$ cat config.mk
export PLATFORM = sky130hd
export DESIGN_NAME = osw_top
export DESIGN_NICKNAME = d
export VERILOG_FILES = /design/src/hdl/osw_pkg.sv /design/src/hdl/osw_sync_if.sv /design/src/hdl/osw_sync.sv /design/src/hdl/osw_top.sv
export SDC_FILE = /design/constraint.sdc
export NUM_CORES = 1
export LEC_CHECK = 0
export ABC_AREA = 1
export BUFFER_PORTS_ARGS = -buffer_cell sky130_fd_sc_hd__clkbuf_2
export CAP_MARGIN = 20
export CORE_MARGIN = 2
export CORE_UTILIZATION = 49
export CTS_CLUSTER_DIAMETER = 200
export DETAILED_ROUTE_END_ITERATION = 6
export HOLD_SLACK_MARGIN = 0.03
export PLACE_DENSITY = 0.81
export SLEW_MARGIN = 20
export SYNTH_ARGS = -nofsm -noshare
export SYNTH_HDL_FRONTEND = slang
export SYNTH_HIERARCHICAL = 1
export SYNTH_SLANG_ARGS = --single-unit
$ cat constraint.sdc
create_clock -name clk -period 2.2 [get_ports clk]
set_clock_uncertainty 0.2 [all_clocks]
set_input_delay 0.22 -clock clk [delete_from_list [all_inputs] [get_ports clk]]
set_output_delay 0.22 -clock clk [all_outputs]
set_load 0.005 [all_outputs]
$ cat src/hdl/osw_pkg.sv
package osw_pkg;

  // ----------------------------------------
  // Bus geometry
  // ----------------------------------------
  localparam int ADDR_W = 12;
  localparam int DATA_W = 32;
  localparam int REG_W = 8;

  // ----------------------------------------
  // Register byte offsets
  // ----------------------------------------
  localparam logic [ADDR_W-1:0] OFS_REQUEST = 12'h000;
  localparam logic [ADDR_W-1:0] OFS_CURRENT = 12'h004;
  localparam logic [ADDR_W-1:0] OFS_CONTROL = 12'h008;
  localparam logic [ADDR_W-1:0] OFS_STATUS = 12'h00c;
  localparam logic [ADDR_W-1:0] OFS_FORCE = 12'h010;
  localparam logic [ADDR_W-1:0] OFS_IRQ_ST = 12'h014;
  localparam logic [ADDR_W-1:0] OFS_IRQ_MSK = 12'h018;

  // ----------------------------------------
  // Clock source codes
  // ----------------------------------------
  localparam logic [2:0] SRC_EXT = 3'h7;
  localparam logic [2:0] SRC_HF1M = 3'h6;
  localparam logic [2:0] SRC_RSV5 = 3'h5;
  localparam logic [2:0] SRC_LF = 3'h4;
  localparam logic [2:0] SRC_SEC = 3'h3;
  localparam logic [2:0] SRC_RSV2 = 3'h2;
  localparam logic [2:0] SRC_EXT_PLL = 3'h1;
  localparam logic [2:0] SRC_HF_PLL = 3'h0;

  // ----------------------------------------
  // Divider codes and reset values
  // ----------------------------------------
  localparam logic [3:0] DIV_BY1 = 4'h0;
  localparam logic [3:0] DIV_BY512 = 4'h9;
  localparam logic [3:0] DIV_HF_RST = 4'h2;

  // ----------------------------------------
  // Field positions
  // ----------------------------------------
  localparam int SRC_LSB = 4;
  localparam int CTL_HOLD = 7;
  localparam int CTL_PWR = 6;
  localparam int CTL_BYP = 5;
  localparam int CTL_DONE = 4;
  localparam int CTL_NSR = 3;
  localparam int OSC_EXT = 7;
  localparam int OSC_HF = 6;
  localparam int OSC_LF = 4;
  localparam int OSC_SEC = 3;
  localparam int OSC_ADC = 2;
  localparam int OSC_PLL = 0;
  localparam int IRQ_NSR = 0;
  localparam int IRQ_DONE = 1;

  // ----------------------------------------
  // Implemented-bit masks and reset values
  // ----------------------------------------
  localparam logic [REG_W-1:0] FORCE_MASK = 8'hdc;
  localparam logic [REG_W-1:0] IRQ_MASK = 8'h03;
  localparam logic [REG_W-1:0] REG_RST = 8'h00;

endpackage

$ cat src/hdl/osw_sync_if.sv
`timescale 1ns/1ps
// Raw oscillator flags in, synchronised flags out
interface osw_sync_if #(parameter int W = 8);
  logic [W-1:0] raw;
  logic [W-1:0] synced;
  modport syn (input raw, output synced);
  modport user (output raw, input synced);
endinterface

$ cat src/hdl/osw_sync.sv
`timescale 1ns/1ps
module osw_sync #(
  parameter int W = 8
) (
  input wire logic clk,
  input wire logic rst_n,
  osw_sync_if.syn link
);

  logic [W-1:0] stage1_ff;
  logic [W-1:0] stage2_ff;

  // Two-stage capture; stage1 feeds only stage2
  always_ff @(posedge clk) begin
    if (!rst_n) begin
      stage1_ff <= '0;
      stage2_ff <= '0;
    end else begin
      stage1_ff <= link.raw;
      stage2_ff <= stage1_ff;
    end
  end

  assign link.synced = stage2_ff;

endmodule

$ cat src/hdl/osw_top.sv
`timescale 1ns/1ps
module osw_top #(
  parameter logic [2:0] RST_SRC = osw_pkg::SRC_HF_PLL
) (
  input wire logic clk,
  input wire logic rst_n,
  input wire logic psel,
  input wire logic penable,
  input wire logic pwrite,
  input wire logic [osw_pkg::ADDR_W-1:0] paddr,
  input wire logic [osw_pkg::DATA_W-1:0] pwdata,
  output logic [osw_pkg::DATA_W-1:0] prdata,
  output logic pready,
  output logic pslverr,
  input wire logic [osw_pkg::REG_W-1:0] osc_ready_raw,
  input wire logic [osw_pkg::REG_W-1:0] osc_demand,
  output logic [osw_pkg::REG_W-1:0] osc_enable,
  output logic [2:0] sys_src,
  output logic [3:0] sys_div,
  output logic pll_on,
  output logic pll_from_ext,
  output logic sec_high_power,
  output logic sec_crystal_mode,
  output logic sec_bypass_clk,
  output logic irq
);
  import osw_pkg::*;

  // ----------------------------------------
  // Reset values
  // ----------------------------------------
  // Fast 1 MHz reset also starts at divide by 4
  localparam logic [3:0] RST_DIV =
    (RST_SRC == SRC_HF1M) ? DIV_HF_RST : DIV_BY1;

  // ----------------------------------------
  // Helper functions
  // ----------------------------------------
  // Multiplier paths use codes 000 and 001
  function automatic logic is_pll(input logic [2:0] s);
    is_pll = (s == SRC_HF_PLL) || (s == SRC_EXT_PLL);
  endfunction

  // reserved codes remapped
  // Reserved request codes fall back to fast 1 MHz
  function automatic logic [2:0] legal_src(input logic [2:0] s);
    legal_src = ((s == SRC_RSV5) || (s == SRC_RSV2)) ? SRC_HF1M : s;
  endfunction

  // Ready flag of the oscillator behind a source code
  function automatic logic src_ready(input logic [2:0] s,
                                     input logic [REG_W-1:0] r);
    logic res;
    res = 1'b0;
    unique case (s)
      SRC_EXT: res = r[OSC_EXT];
      SRC_HF1M: res = r[OSC_HF];
      SRC_LF: res = r[OSC_LF];
      SRC_SEC: res = r[OSC_SEC];
      SRC_EXT_PLL: res = r[OSC_PLL];
      SRC_HF_PLL: res = r[OSC_PLL];
      default: res = 1'b0;
    endcase
    src_ready = res;
  endfunction

  // ----------------------------------------
  // State
  // ----------------------------------------
  logic [2:0] req_src_ff;
  logic [3:0] req_div_ff;
  logic [2:0] cur_src_ff;
  logic [3:0] cur_div_ff;
  logic hold_ff;
  logic pwr_ff;
  logic byp_ff;
  logic [REG_W-1:0] force_ff;
  logic [REG_W-1:0] irq_st_ff;
  logic [REG_W-1:0] irq_msk_ff;
  logic nsr_prev_ff;
  logic [DATA_W-1:0] prdata_ff;
  logic [REG_W-1:0] stat_v;

  // ----------------------------------------
  // Ready synchroniser
  // ----------------------------------------
  logic [REG_W-1:0] rdy_s;
  osw_sync_if #(.W(REG_W)) rdy_if ();

  assign rdy_if.raw = osc_ready_raw;
  assign rdy_s = rdy_if.synced;

  osw_sync #(.W(REG_W)) u_sync (
    .clk(clk),
    .rst_n(rst_n),
    .link(rdy_if)
  );

  // ----------------------------------------
  // APB decode
  // ----------------------------------------
  logic setup_ph;
  logic acc_ph;
  logic wr_acc;
  logic hit;
  logic [REG_W-1:0] wbyte;

  assign setup_ph = psel && !penable;
  assign acc_ph = psel && penable;
  assign wr_acc = acc_ph && pwrite;
  assign wbyte = pwdata[REG_W-1:0];
  assign pready = 1'b1;

  // Known offsets; anything else is an error answer
  always_comb begin
    unique case (paddr)
      OFS_REQUEST, OFS_CURRENT, OFS_CONTROL, OFS_STATUS,
      OFS_FORCE, OFS_IRQ_ST, OFS_IRQ_MSK: hit = 1'b1;
      default: hit = 1'b0;
    endcase
  end

  assign pslverr = acc_ph && !hit;

  // ----------------------------------------
  // Switch tracking
  // ----------------------------------------
  logic in_prog;
  logic new_rdy;
  logic new_src_ready;
  logic switch_go;
  logic switch_complete;

  assign in_prog = {req_src_ff, req_div_ff} != {cur_src_ff, cur_div_ff};
  assign switch_complete = !in_prog;

  // Target readiness comes from the enabled-and-ready view
  assign new_rdy = src_ready(req_src_ff, stat_v);

  assign new_src_ready = in_prog && new_rdy;

  assign switch_go = new_src_ready && !hold_ff;

  // ----------------------------------------
  // Request register
  // ----------------------------------------
  // same reset as current
  always_ff @(posedge clk) begin
    if (!rst_n) begin
      req_src_ff <= RST_SRC;
      req_div_ff <= RST_DIV;
    end else if (wr_acc && paddr == OFS_REQUEST) begin
      req_src_ff <= legal_src(wbyte[SRC_LSB +: 3]);
      req_div_ff <= wbyte[3:0];
    end
  end

  // ----------------------------------------
  // Current clock register
  // ----------------------------------------
  // current follows request at switch
  // Nothing on the bus writes here, so it stays read-only
  always_ff @(posedge clk) begin
    if (!rst_n) begin
      cur_src_ff <= RST_SRC;
      cur_div_ff <= RST_DIV;
    end else if (switch_go) begin
      cur_src_ff <= req_src_ff;
      cur_div_ff <= req_div_ff;
    end
  end

  assign sys_src = cur_src_ff;
  assign sys_div = cur_div_ff;

  // ----------------------------------------
  // Control bits
  // ----------------------------------------
  // hold stays until software clears it
  always_ff @(posedge clk) begin
    if (!rst_n) begin
      hold_ff <= 1'b0;
      pwr_ff <= 1'b0;
      byp_ff <= 1'b0;
    end else if (wr_acc && paddr == OFS_CONTROL) begin
      hold_ff <= wbyte[CTL_HOLD];
      pwr_ff <= wbyte[CTL_PWR];
      byp_ff <= wbyte[CTL_BYP];
    end
  end

  // ----------------------------------------
  // Secondary oscillator mode
  // ----------------------------------------
  // bypass takes pin as clock input
  assign sec_bypass_clk = byp_ff;
  assign sec_crystal_mode = !byp_ff;
  assign sec_high_power = !byp_ff && pwr_ff;

  // ----------------------------------------
  // Force register and oscillator enables
  // ----------------------------------------
  // unimplemented force bits dropped
  always_ff @(posedge clk) begin
    if (!rst_n) begin
      force_ff <= REG_RST;
    end else if (wr_acc && paddr == OFS_FORCE) begin
      force_ff <= wbyte & FORCE_MASK;
    end
  end

  // Oscillators a switch needs: current and requested paths
  logic [REG_W-1:0] need_v;
  logic [2:0] pll_src;

  // The multiplier input is the requested one while it is a
  // multiplier code, otherwise the running one
  assign pll_src = is_pll(req_src_ff) ? req_src_ff : cur_src_ff;
  assign pll_on = is_pll(req_src_ff) || is_pll(cur_src_ff);
  assign pll_from_ext = (pll_src == SRC_EXT_PLL);

  always_comb begin
    need_v = '0;
    need_v[OSC_EXT] = (req_src_ff == SRC_EXT) || (cur_src_ff == SRC_EXT)
                    || (pll_on && pll_from_ext);
    need_v[OSC_HF] = (req_src_ff == SRC_HF1M) || (cur_src_ff == SRC_HF1M)
                   || (pll_on && !pll_from_ext);
    need_v[OSC_LF] = (req_src_ff == SRC_LF) || (cur_src_ff == SRC_LF);
    need_v[OSC_SEC] = (req_src_ff == SRC_SEC) || (cur_src_ff == SRC_SEC);
  end

  assign osc_enable = (force_ff | need_v | osc_demand) & FORCE_MASK;

  // ----------------------------------------
  // Ready status
  // ----------------------------------------
  logic pll_in_rdy;

  assign pll_in_rdy = pll_from_ext ? rdy_s[OSC_EXT] : rdy_s[OSC_HF];

  // lock, enable and input all needed
  // A plain process, so every ready or enable change re-evaluates it
  always_comb begin
    stat_v = rdy_s & osc_enable;
    stat_v[OSC_PLL] = rdy_s[OSC_PLL] && pll_on && pll_in_rdy;
  end

  // ----------------------------------------
  // Interrupt status and mask
  // ----------------------------------------
  logic ev_nsr;
  logic rd_irq;
  logic [REG_W-1:0] ev_v;

  // flag rises with the ready bit
  assign ev_nsr = new_src_ready && !nsr_prev_ff;
  assign rd_irq = acc_ph && !pwrite && paddr == OFS_IRQ_ST;

  always_comb begin
    ev_v = '0;
    ev_v[IRQ_NSR] = ev_nsr;
    ev_v[IRQ_DONE] = switch_go;
  end

  always_ff @(posedge clk) begin
    if (!rst_n) begin
      nsr_prev_ff <= 1'b0;
    end else begin
      nsr_prev_ff <= new_src_ready;
    end
  end

  // Read clears only what it reported, so a flag set after the
  // setup capture is not lost; a same-cycle event still wins
  always_ff @(posedge clk) begin
    if (!rst_n) begin
      irq_st_ff <= REG_RST;
    end else begin
      irq_st_ff <= (rd_irq ? (irq_st_ff & ~prdata_ff[REG_W-1:0]) : irq_st_ff) | ev_v;
    end
  end

  always_ff @(posedge clk) begin
    if (!rst_n) begin
      irq_msk_ff <= REG_RST;
    end else if (wr_acc && paddr == OFS_IRQ_MSK) begin
      irq_msk_ff <= wbyte & IRQ_MASK;
    end
  end

  assign irq = |(irq_st_ff & irq_msk_ff);

  // ----------------------------------------
  // Read data
  // ----------------------------------------
  logic [REG_W-1:0] rd_byte;

  always_comb begin
    rd_byte = REG_RST;
    unique case (paddr)
      OFS_REQUEST: rd_byte = {1'b0, req_src_ff, req_div_ff};
      OFS_CURRENT: rd_byte = {1'b0, cur_src_ff, cur_div_ff};
      OFS_CONTROL: begin
        rd_byte[CTL_HOLD] = hold_ff;
        rd_byte[CTL_PWR] = pwr_ff;
        rd_byte[CTL_BYP] = byp_ff;
        rd_byte[CTL_DONE] = switch_complete;
        rd_byte[CTL_NSR] = new_src_ready;
      end
      OFS_STATUS: rd_byte = stat_v;
      OFS_FORCE: rd_byte = force_ff;
      OFS_IRQ_ST: rd_byte = irq_st_ff;
      OFS_IRQ_MSK: rd_byte = irq_msk_ff;
      default: rd_byte = REG_RST;
    endcase
  end

  // Captured in setup, so data is steady through access
  always_ff @(posedge clk) begin
    if (!rst_n) begin
      prdata_ff <= '0;
    end else if (setup_ph && !pwrite) begin
      prdata_ff <= {{(DATA_W-REG_W){1'b0}}, rd_byte};
    end
  end

  assign prdata = prdata_ff;
endmodule

### Word-level counts from Yosys, hierarchy flattened

Cells that the tools add are included.
Widths: inputs -> output; s select.

| cells by class | value |
|---|---|
| reductions and logical operators | 43 |
| bitwise logic cells | 7 |
| eq/ne operators | 20 |
| mux-type cells | 8 |

Operator list:

| operator | count |
|---|---|
| $eq 12x5->1 const B | 3 |
| $pmux 5 s6 | 1 |
| $eq 12x4->1 const B | 2 |
| $eq 3x3->1 const B | 7 |
| $logic_and 1x1->1 | 19 |
| $pmux 3 s6 | 1 |
| $and 8x8->8 | 2 |
| $or 8x8->8 | 2 |
| $eq 12x3->1 const B | 1 |
| $logic_not 12->1 | 1 |
| $logic_or 1x1->1 | 10 |
| $eq 3x1->1 const B | 3 |
| $eq 3x2->1 const B | 3 |
| $and 8x2->8 | 1 |
| $logic_not 1->1 | 8 |
| $mux 8 | 1 |
| $not 8->8 | 1 |
| $or 8x2->8 | 1 |
| $reduce_or 8->1 | 1 |
| $ne 7x7->1 | 1 |
| $reduce_or 7->1 | 1 |
| $logic_not 3->1 | 2 |
| $mux 3 | 2 |
| $pmux 1 s5 | 1 |
| 2 further kinds | 3 |

| word-level totals | value |
|---|---|
| input port bits | 65 |
| output and inout bits | 55 |
| register bits after elaboration | 57 |
| word-level logic and storage cells | 92 |

### Logic depth before layout (Yosys ltp)

Gate-level depths: netlist of the first run.

| depth | value |
|---|---|
| depth in word-level cells | 14 |
| gate-level depth with buffers | 14 |
| mapped depth without buffers | 13 |

### By module

The synthesis of the first run kept the hierarchy.

Modules (own cells, without submodules):

| module | area an instance (um^2) | cells an instance | instances | sequential area each (um^2) |
|---|---|---|---|---|
| osw_top | 2514.9 | 374 | 1 | 820.8 |
| osw_sync | 484.2 | 50 | 1 | 320.3 |

### Least setup slack after synthesis of the first run

OpenSTA, ideal clock, no wires.

| path | value |
|---|---|
| path kind | register to register |
| start point | register cur_src_ff[2], in the netlist sys_src[2] |
| end point | register cur_src_ff[0], in the netlist sys_src[0] |
| library setup time | 132 ps |
| arrival | 1375 ps |
| stages on the path, launching flop included | 14 |
| data required time | 1868 ps |
| slack | 493 ps |
| buffers on the path | 1 |
| clock period less this slack | 1707 ps |
| cell sequence | dfxtp_1 > buf_4 > nor2_1 > nand2_1 > nand2_2 > nand2_2 > nand2_1 > nand2_2 > nand3_1 > nand3_2 > nand3_4 > inv_4 > nand2_1 > a21oi_1 |

| on the way | value |
|---|---|
| word-level cells in the longest chain between the ends | 11 |
| elaborated cells on any way between the ends | 29 |
| those cells by class | 7 x eq/ne; 3 x mux; 3 x bitwise; 16 x reduce/logical |

RTL lines:

| element | line | source |
|---|---|---|
| start: declaration | osw_top.sv:72 | `logic [2:0] cur_src_ff;` |
| start signal: assignment | osw_top.sv:168 | `cur_src_ff <= req_src_ff;` |
| $mux 3 (tied with other cells) | osw_top.sv:218 | `assign pll_src = is_pll(req_src_ff) ? req_src_ff : cur_src_ff;` |
| $eq 3x1->1 or $logic_or 1x1->1 (tied branches) | osw_top.sv:220, osw_top.sv:41 |  |
| $logic_not 1->1 or $logic_or 1x1->1 (tied branches) | osw_top.sv:227, osw_top.sv:219 |  |
| $logic_and 1x1->1 | osw_top.sv:227 | `\|\| (pll_on && !pll_from_ext);` |
| $logic_or 1x1->1 (*) | osw_top.sv:227 |  |
| $or 8x8->8 (*) (2 in series) | osw_top.sv:232 | `assign osc_enable = (force_ff \| need_v \| osc_demand) & FORCE_MASK;` |
| net osc_enable, one bit | osw_top.sv:17 | `output logic [osw_pkg::REG_W-1:0] osc_enable,` |
| $and 8x8->8 (*) | osw_top.sv:244 | `stat_v = rdy_s & osc_enable;` |
| $pmux 1 s5 (*) | osw_top.sv:55 | `unique case (s)` |
| $logic_and 1x1->1 (*) | osw_top.sv:140 | `assign new_src_ready = in_prog && new_rdy;` |
| $logic_and 1x1->1 (*) | osw_top.sv:142 | `assign switch_go = new_src_ready && !hold_ff;` |

Mark *: on every way through the listed nets, which the timed path passes. The rest lies on a longest branch.
A chain may end at the register's enable or synchronous reset.

### Worst setup path after layout of the first run

| path | value |
|---|---|
| start point | register req_src_ff[1] |
| end point | register cur_src_ff[2], in the netlist sys_src[2] |

| on the way | value |
|---|---|
| word-level cells in the longest chain between the ends | 13 |
| elaborated cells on any way between the ends | 30 |
| those cells by class | 7 x eq/ne; 3 x mux; 3 x bitwise; 17 x reduce/logical |

RTL lines:

| element | line | source |
|---|---|---|
| start: declaration | osw_top.sv:70 | `logic [2:0] req_src_ff;` |
| start signal: assignment | osw_top.sv:153 | `req_src_ff <= legal_src(wbyte[SRC_LSB +: 3]);` |
| $eq 3x1->1 or $logic_not 3->1 (tied branches) | osw_top.sv:41, osw_top.sv:55 |  |
| $logic_or 1x1->1 | osw_top.sv:41 | `is_pll = (s == SRC_HF_PLL) \|\| (s == SRC_EXT_PLL);` |
| $mux 3 | osw_top.sv:218 |  |
| $eq 3x1->1 | osw_top.sv:220 | `assign pll_from_ext = (pll_src == SRC_EXT_PLL);` |
| $logic_not 1->1 | osw_top.sv:227 |  |
| $logic_and 1x1->1 | osw_top.sv:227 |  |
| $logic_or 1x1->1 | osw_top.sv:227 |  |
| $or 8x8->8 (2 in series) | osw_top.sv:232 |  |
| $and 8x8->8 | osw_top.sv:244 |  |
| $pmux 1 s5 | osw_top.sv:55 |  |
| $logic_and 1x1->1 (*) | osw_top.sv:140 |  |
| $logic_and 1x1->1 (*) | osw_top.sv:142 |  |

Every way passes the cells marked *; elsewhere a longest branch is shown, timed or not.

==> impl_metrics.py, run 1 <==
metrics = {
    "power": {
        "p_leak_uw": 0.00164,
        "ir_drop_mv": 0.365,
        "p_per_area_nw_per_um2": 510,
    },
    "timing": {
        "maxSlewHeadroom_pct": 53.5,
        "final_hold_viol_count": 0,
        "totalNegativeSetupSlack_ns": 0,
        "period_share_pct": 90.2,
        "rsz0062_at_grt": "no",
        "worst_pin_slew_ns": 0.696,
        "final-max-slew-violation-count": 0,
        "min_period_ns": 1.98,
        "clock.fmax_ghz": 0.504,
        "finalSetupViolations": 0,
    },
    "routing": {
        "drc": 0,
        "ant_nets": 0,
        "wl_per_cell_um": 12.5,
        "vias": 2756,
        "vias_per_cell": 4.94,
        "drt_iter0_drc": 197,
        "finalWirelength_um": 6950,
        "first_pass_iters": 5,
    },
    "grt": {
        "grt_antenna_before_repair": 0,
        "grt_overflow": 0,
        "grt.total_usage_pct": 22.4,
        "grt_max_degree": 34,
        "grt_pass1_wl_um": 11300,
        "grt_pass1_vias": 2458,
    },
    "status": {
        "outcome": "completed",
    },
    "clocking": {
        "insertion_delay_ns": 0.30,
        "cts-root-buf": "clkbuf_8",
        "cts_sinks": 53,
        "cts_tree": "done",
        "htree_levels": 2,
        "cts_buffers": 5,
        "clk_pin_slew_ns": 0.09,
        "cts_max_path_buffers": 2,
    },
    "worst_setup_path": {
        "slowest_delay_ns": 0.50,
        "path_class": "reg -> reg",
        "cp_slowest_cell": "dfxtp_1",
        "crit_fanout": 9,
        "critical_path.endpoint_type": "flip-flop",
        "required_ns": 2.23,
        "path_cells": "nor2_2, inv_2, nand2_2, nand2_2, nand2_1, nand2_2, nand3_1, nand3_2, nand3_4, inv_4, nand2_1, a21oi_1",
        "path_buf_inv": 2,
        "path_common_cell": "nand2_2",
        "crit_arrival_ns": 2.02,
        "crit_family": "simple AND/OR/NAND/NOR gates",
        "cp-start-kind": "flip-flop",
    },
    "floorplanning": {
        "die-area_um2": 6530,
        "core_area_um2": 5610,
        "rows": 27,
        "die_y_um": 80.8,
        "start_util_pct": 51.5,
        "dieWidth_um": 80.8,
        "top_level_ports": 120,
    },
    "yosys": {
        "postSynthCellCount": 412,
        "synth_area_um2": 2890,
        "yosysWarnings": 6,
        "syn_area_per_cell_um2": 7.01,
    },
    "finish": {
        "area_growth_pct": 15.7,
        "layout-drive-gt1-share_pct": 22.0,
        "final_core_util_pct": 59.6,
        "layout_commonest_cell": "nand2_1",
        "n_antenna_cell": 0,
        "fin_nets": 550,
        "mostFrequentLayoutCells": "nand2_1, inv_1, clkbuf_2, dfxtp_1, a21oi_1",
        "instances_no_fill": 558,
    },
    "min_path": {
        "hold_path_class": "in -> reg",
    },
    "place": {
        "dpl.cell_count": 540,
        "hpwl_um": 5420,
        "port_buffers": 62,
        "place_congestion": 0.936,
    },
    "run": {
        "maxCapViolCount": 0,
    },
}
==> path summary, 6_finish.rpt <==
kind	slack [ns]	endpoint	cells after the start	from
worst max-delay path	0.22	sys_src[2]	12	req_src_ff[1]
worst min-delay path	0.06	irq_msk_ff[1]	3	pwdata[1]
worst max register to register	0.22	sys_src[2]	12	req_src_ff[1]
worst min register to register	0.22	u_sync/link.synced[0]	2	u_sync/stage1_ff[0]
==> routing by layer <==
metal | GRT usage, % | vias up | part of all wire (%) | wire length, µm
li1 | - | 1402 | - | -
met1 | 29.9 | 1222 | 45 | 3100
met2 | 37.3 | 119 | 47 | 3240
met3 | 3.67 | 13 | 7.0 | 485
met4 | 6.61 | 0 | 1.8 | 123
met5 | 0 | - | 0 | 0
==> sequential cells by signal (all words and copies together), names as in the netlist <==
signal / cells
u_sync/stage1_ff: 6
sys_div: 4
pwr_ff: 1
nsr_prev_ff: 1
hold_ff: 1
sec_bypass_clk: 1
u_sync/link.synced: 6
prdata: 8
req_src_ff: 3
req_div_ff: 4
force_ff: 5
sys_src: 3
irq_msk_ff: 2
irq_st_ff: 8
==> worst min-delay path, cell delays in order <==
cell      delay [ns]
clkbuf_2        0.11
o21ai_0         0.08
a21oi_1         0.11
==> stage by stage <==
| stage | hold WS [ns] | total power (µW) | worst slack (ns) | cell area (µm²) |
|---|---|---|---|---|
| 6_report | 0.0560 | 1700 | 0.215 | 3340 |
| 2_1_floorplan | 0.112 | 1100 | 0.493 | 2990 |
| 5_1_grt | 0.0570 | 1780 | 0.0525 | 3340 |
| 3_5_place_dp | 0.195 | 1120 | 0.174 | 3140 |
| 4_1_cts | 0.0388 | 1720 | 0.147 | 3340 |
| 3_3_place_gp | 0.192 | 1110 | 0.214 | 3140 |
==> repair_timing <==
| item | 4_1_cts | 5_1_grt |
|---|---|---|
| resized for setup | 0 | 1 |
| endpoints found under the setup margin | 0 | 4 |
| hold endpoints to repair | 14 | 0 |
| buffers inserted | 0 | 0 |
| hold buffers | 10 | 0 |
==> report_power, final <==
part / leakage (µW) / internal (µW) / switching (µW)
Sequential: 0.000430 / 969 / 4.26
Combinational: 0.00115 / 56.7 / 81.7
Clock: 0.0000542 / 285 / 308
==> area by class of cell <==
class / count / area, µm²
fill: 543 / 2260
tap: 72 / 90.1
timing repair buffer: 78 / 455
clock buffer: 7 / 96.3
inverter: 72 / 273
sequential: 53 / 1060
multi-input combinational: 275 / 1360
clock inverter: 1 / 5.00
Note: power is estimated with default switching activity, not from simulation.
==> run 2, diff against run 1 <==
==> constraint.sdc (replaced) <==
create_clock -name clk -period 1.95 [get_ports clk]
set_clock_uncertainty 0.2 [all_clocks]
set_input_delay 0.195 -clock clk [delete_from_list [all_inputs] [get_ports clk]]
set_output_delay 0.195 -clock clk [all_outputs]
set_load 0.005 [all_outputs]
==> impl_metrics.py, run 2 (synthesis gave the netlist of run 1 again) <==
metrics = {
    "grt": {
        "use_met1_pct": 28.5,
        "grt.total_usage_pct": 22.5,
        "met2_usage_pct": 39.6,
        "grt_overflow": 0,
        "use_met3_pct": 4.00,
        "grt_pass1_vias": 2544,
        "grt_max_degree": 34,
        "grt_pass1_wl_um": 11300,
        "grt.busiest_layer": "met2",
        "grt_antenna_before_repair": 0,
    },
    "floorplanning": {
        "dieWidth_um": 80.8,
        "start_util_pct": 51.5,
        "rows": 27,
        "die_y_um": 80.8,
        "die-area_um2": 6530,
        "core_area_um2": 5610,
        "top_level_ports": 120,
    },
    "timing": {
        "final_hold_viol_count": 0,
        "final-max-slew-violation-count": 0,
        "clock.fmax_ghz": 0.535,
        "finalSetupViolations": 0,
        "maxSlewHeadroom_pct": 51.9,
        "period_share_pct": 95.8,
        "min_period_ns": 1.87,
        "worst_pin_slew_ns": 0.721,
        "fin_hold_ws_ns": 0.0519,
        "rsz0062_at_grt": "yes",
    },
    "place": {
        "placed_cell_area_um2": 3210,
        "port_buffers": 62,
        "hpwl_um": 5510,
        "place_congestion": 0.911,
    },
    "power": {
        "p_leak_uw": 0.00169,
        "ir_drop_mv": 0.376,
        "p_per_area_nw_per_um2": 534,
        "total_power_uw": 1850,
    },
    "clocking": {
        "htree_levels": 2,
        "insertion_delay_ns": 0.30,
        "cts_max_path_buffers": 2,
        "cts_tree": "done",
        "cts-root-buf": "clkbuf_8",
        "clk_pin_slew_ns": 0.09,
        "cts_buffers": 5,
        "cts_sinks": 53,
    },
    "worst_setup_path": {
        "endpoint": "irq_st_ff[1]",
        "r2r-start": "sys_src[1]",
        "cp-start-kind": "flip-flop",
        "critical_path.endpoint_type": "flip-flop",
        "r2r_setup_slack_ns": 0.08,
        "required_ns": 1.91,
        "timing.rr.end": "irq_st_ff[1]",
        "cp_slowest_cell": "dfxtp_2",
        "r2r_cells": 7,
        "path_cells": "buf_4, xor2_1, nor3_1, nand2_2, nand3_4, buf_4, a21oi_1",
        "crit_fanout": 5,
        "crit_arrival_ns": 1.83,
        "slowest_delay_ns": 0.37,
        "path_common_cell": "buf_4",
        "critPathLaunch": "sys_src[1]",
        "path_class": "reg -> reg",
    },
    "run": {
        "maxCapViolCount": 0,
    },
    "routing": {
        "drc": 0,
        "vias": 2837,
        "vias_per_cell": 4.98,
        "wl_per_cell_um": 12.7,
        "finalWirelength_um": 7260,
        "ant_nets": 0,
        "drt_iter0_drc": 162,
        "first_pass_iters": 4,
    },
    "status": {
        "outcome": "completed",
    },
    "finish": {
        "layout-drive-gt1-share_pct": 25.1,
        "n_antenna_cell": 0,
        "area_growth_pct": 20.0,
        "design_area_um2": 3470,
        "final_core_util_pct": 61.8,
        "fin_nets": 562,
        "layout_commonest_cell": "nand2_1",
        "mostFrequentLayoutCells": "nand2_1, inv_1, clkbuf_2, dfxtp_1, a21oi_1",
    },
    "min_path": {
        "hold_path_class": "in -> reg",
    },
}
==> run 2: worst min path at each step <==
stage                                start             endpoint  slack, ns  depth (start not counted)
final                            pwdata[5]       sec_bypass_clk       0.05                          3
after global routing             pwdata[5]        req_src_ff[1]       0.08                          3
after CTS                        pwdata[5]       sec_bypass_clk       0.05                          3
after detailed placement  osc_ready_raw[6]  u_sync/stage1_ff[6]       0.18                          3
after global placement    osc_ready_raw[6]  u_sync/stage1_ff[6]       0.17                          3
after floorplan           osc_ready_raw[2]  u_sync/stage1_ff[2]       0.09                          2
==> run 2: cell type report <==
class                   count  area [µm²]
fillers                   551        2140
multi-input cells         276        1410
flip-flops and latches     53        1080
repair buffers             89         541
inverters                  72         273
well taps                  72        90.1
clock buffers               8        80.1
==> run 2: worst max-delay path, delay by kind of cell (launching register included) <==
kind	cells	cell delay, ns
simple gates	3	0.65
buf+inv	2	0.30
flops	1	0.37
compound gates	1	0.06
xor+xnor	1	0.15
==> run 2: routing by layer <==
layer	vias up	wire length (µm)
met2	109	3560
met5	-	0
li1	1430	-
met3	11	553
met4	0	87
met1	1287	3070
==> run 2: report_power, final <==
part           internal [µW]  switching (µW)  leakage, µW
Clock                    256             340    0.0000395
Combinational           66.3            93.7      0.00121
Sequential              1090            5.37     0.000433
Total                   1410             439      0.00169
==> run 2: stage by stage <==
stage | TNS [ns] | cells | setup slack (ns)
floorplan | 0 | 438 | 0.243
global placement | 0 | 549 | 0.0134
detailed placement | -0.191 | 549 | -0.0367
CTS | 0 | 568 | 0.00456
global route | -0.00928 | 570 | -0.00800
finish | 0 | 570 | 0.0813
==> run 2: timing repair <==
| item | in CTS | in global routing |
|---|---|---|
| hold endpoints to repair | 15 | 0 |
| setup buffers | 0 | 1 |
| pin swaps | 0 | 2 |
| resized for setup | 2 | 15 |
| cloned | 0 | 1 |
| setup endpoints to repair | 7 | 10 |
| hold buffers | 11 | 0 |
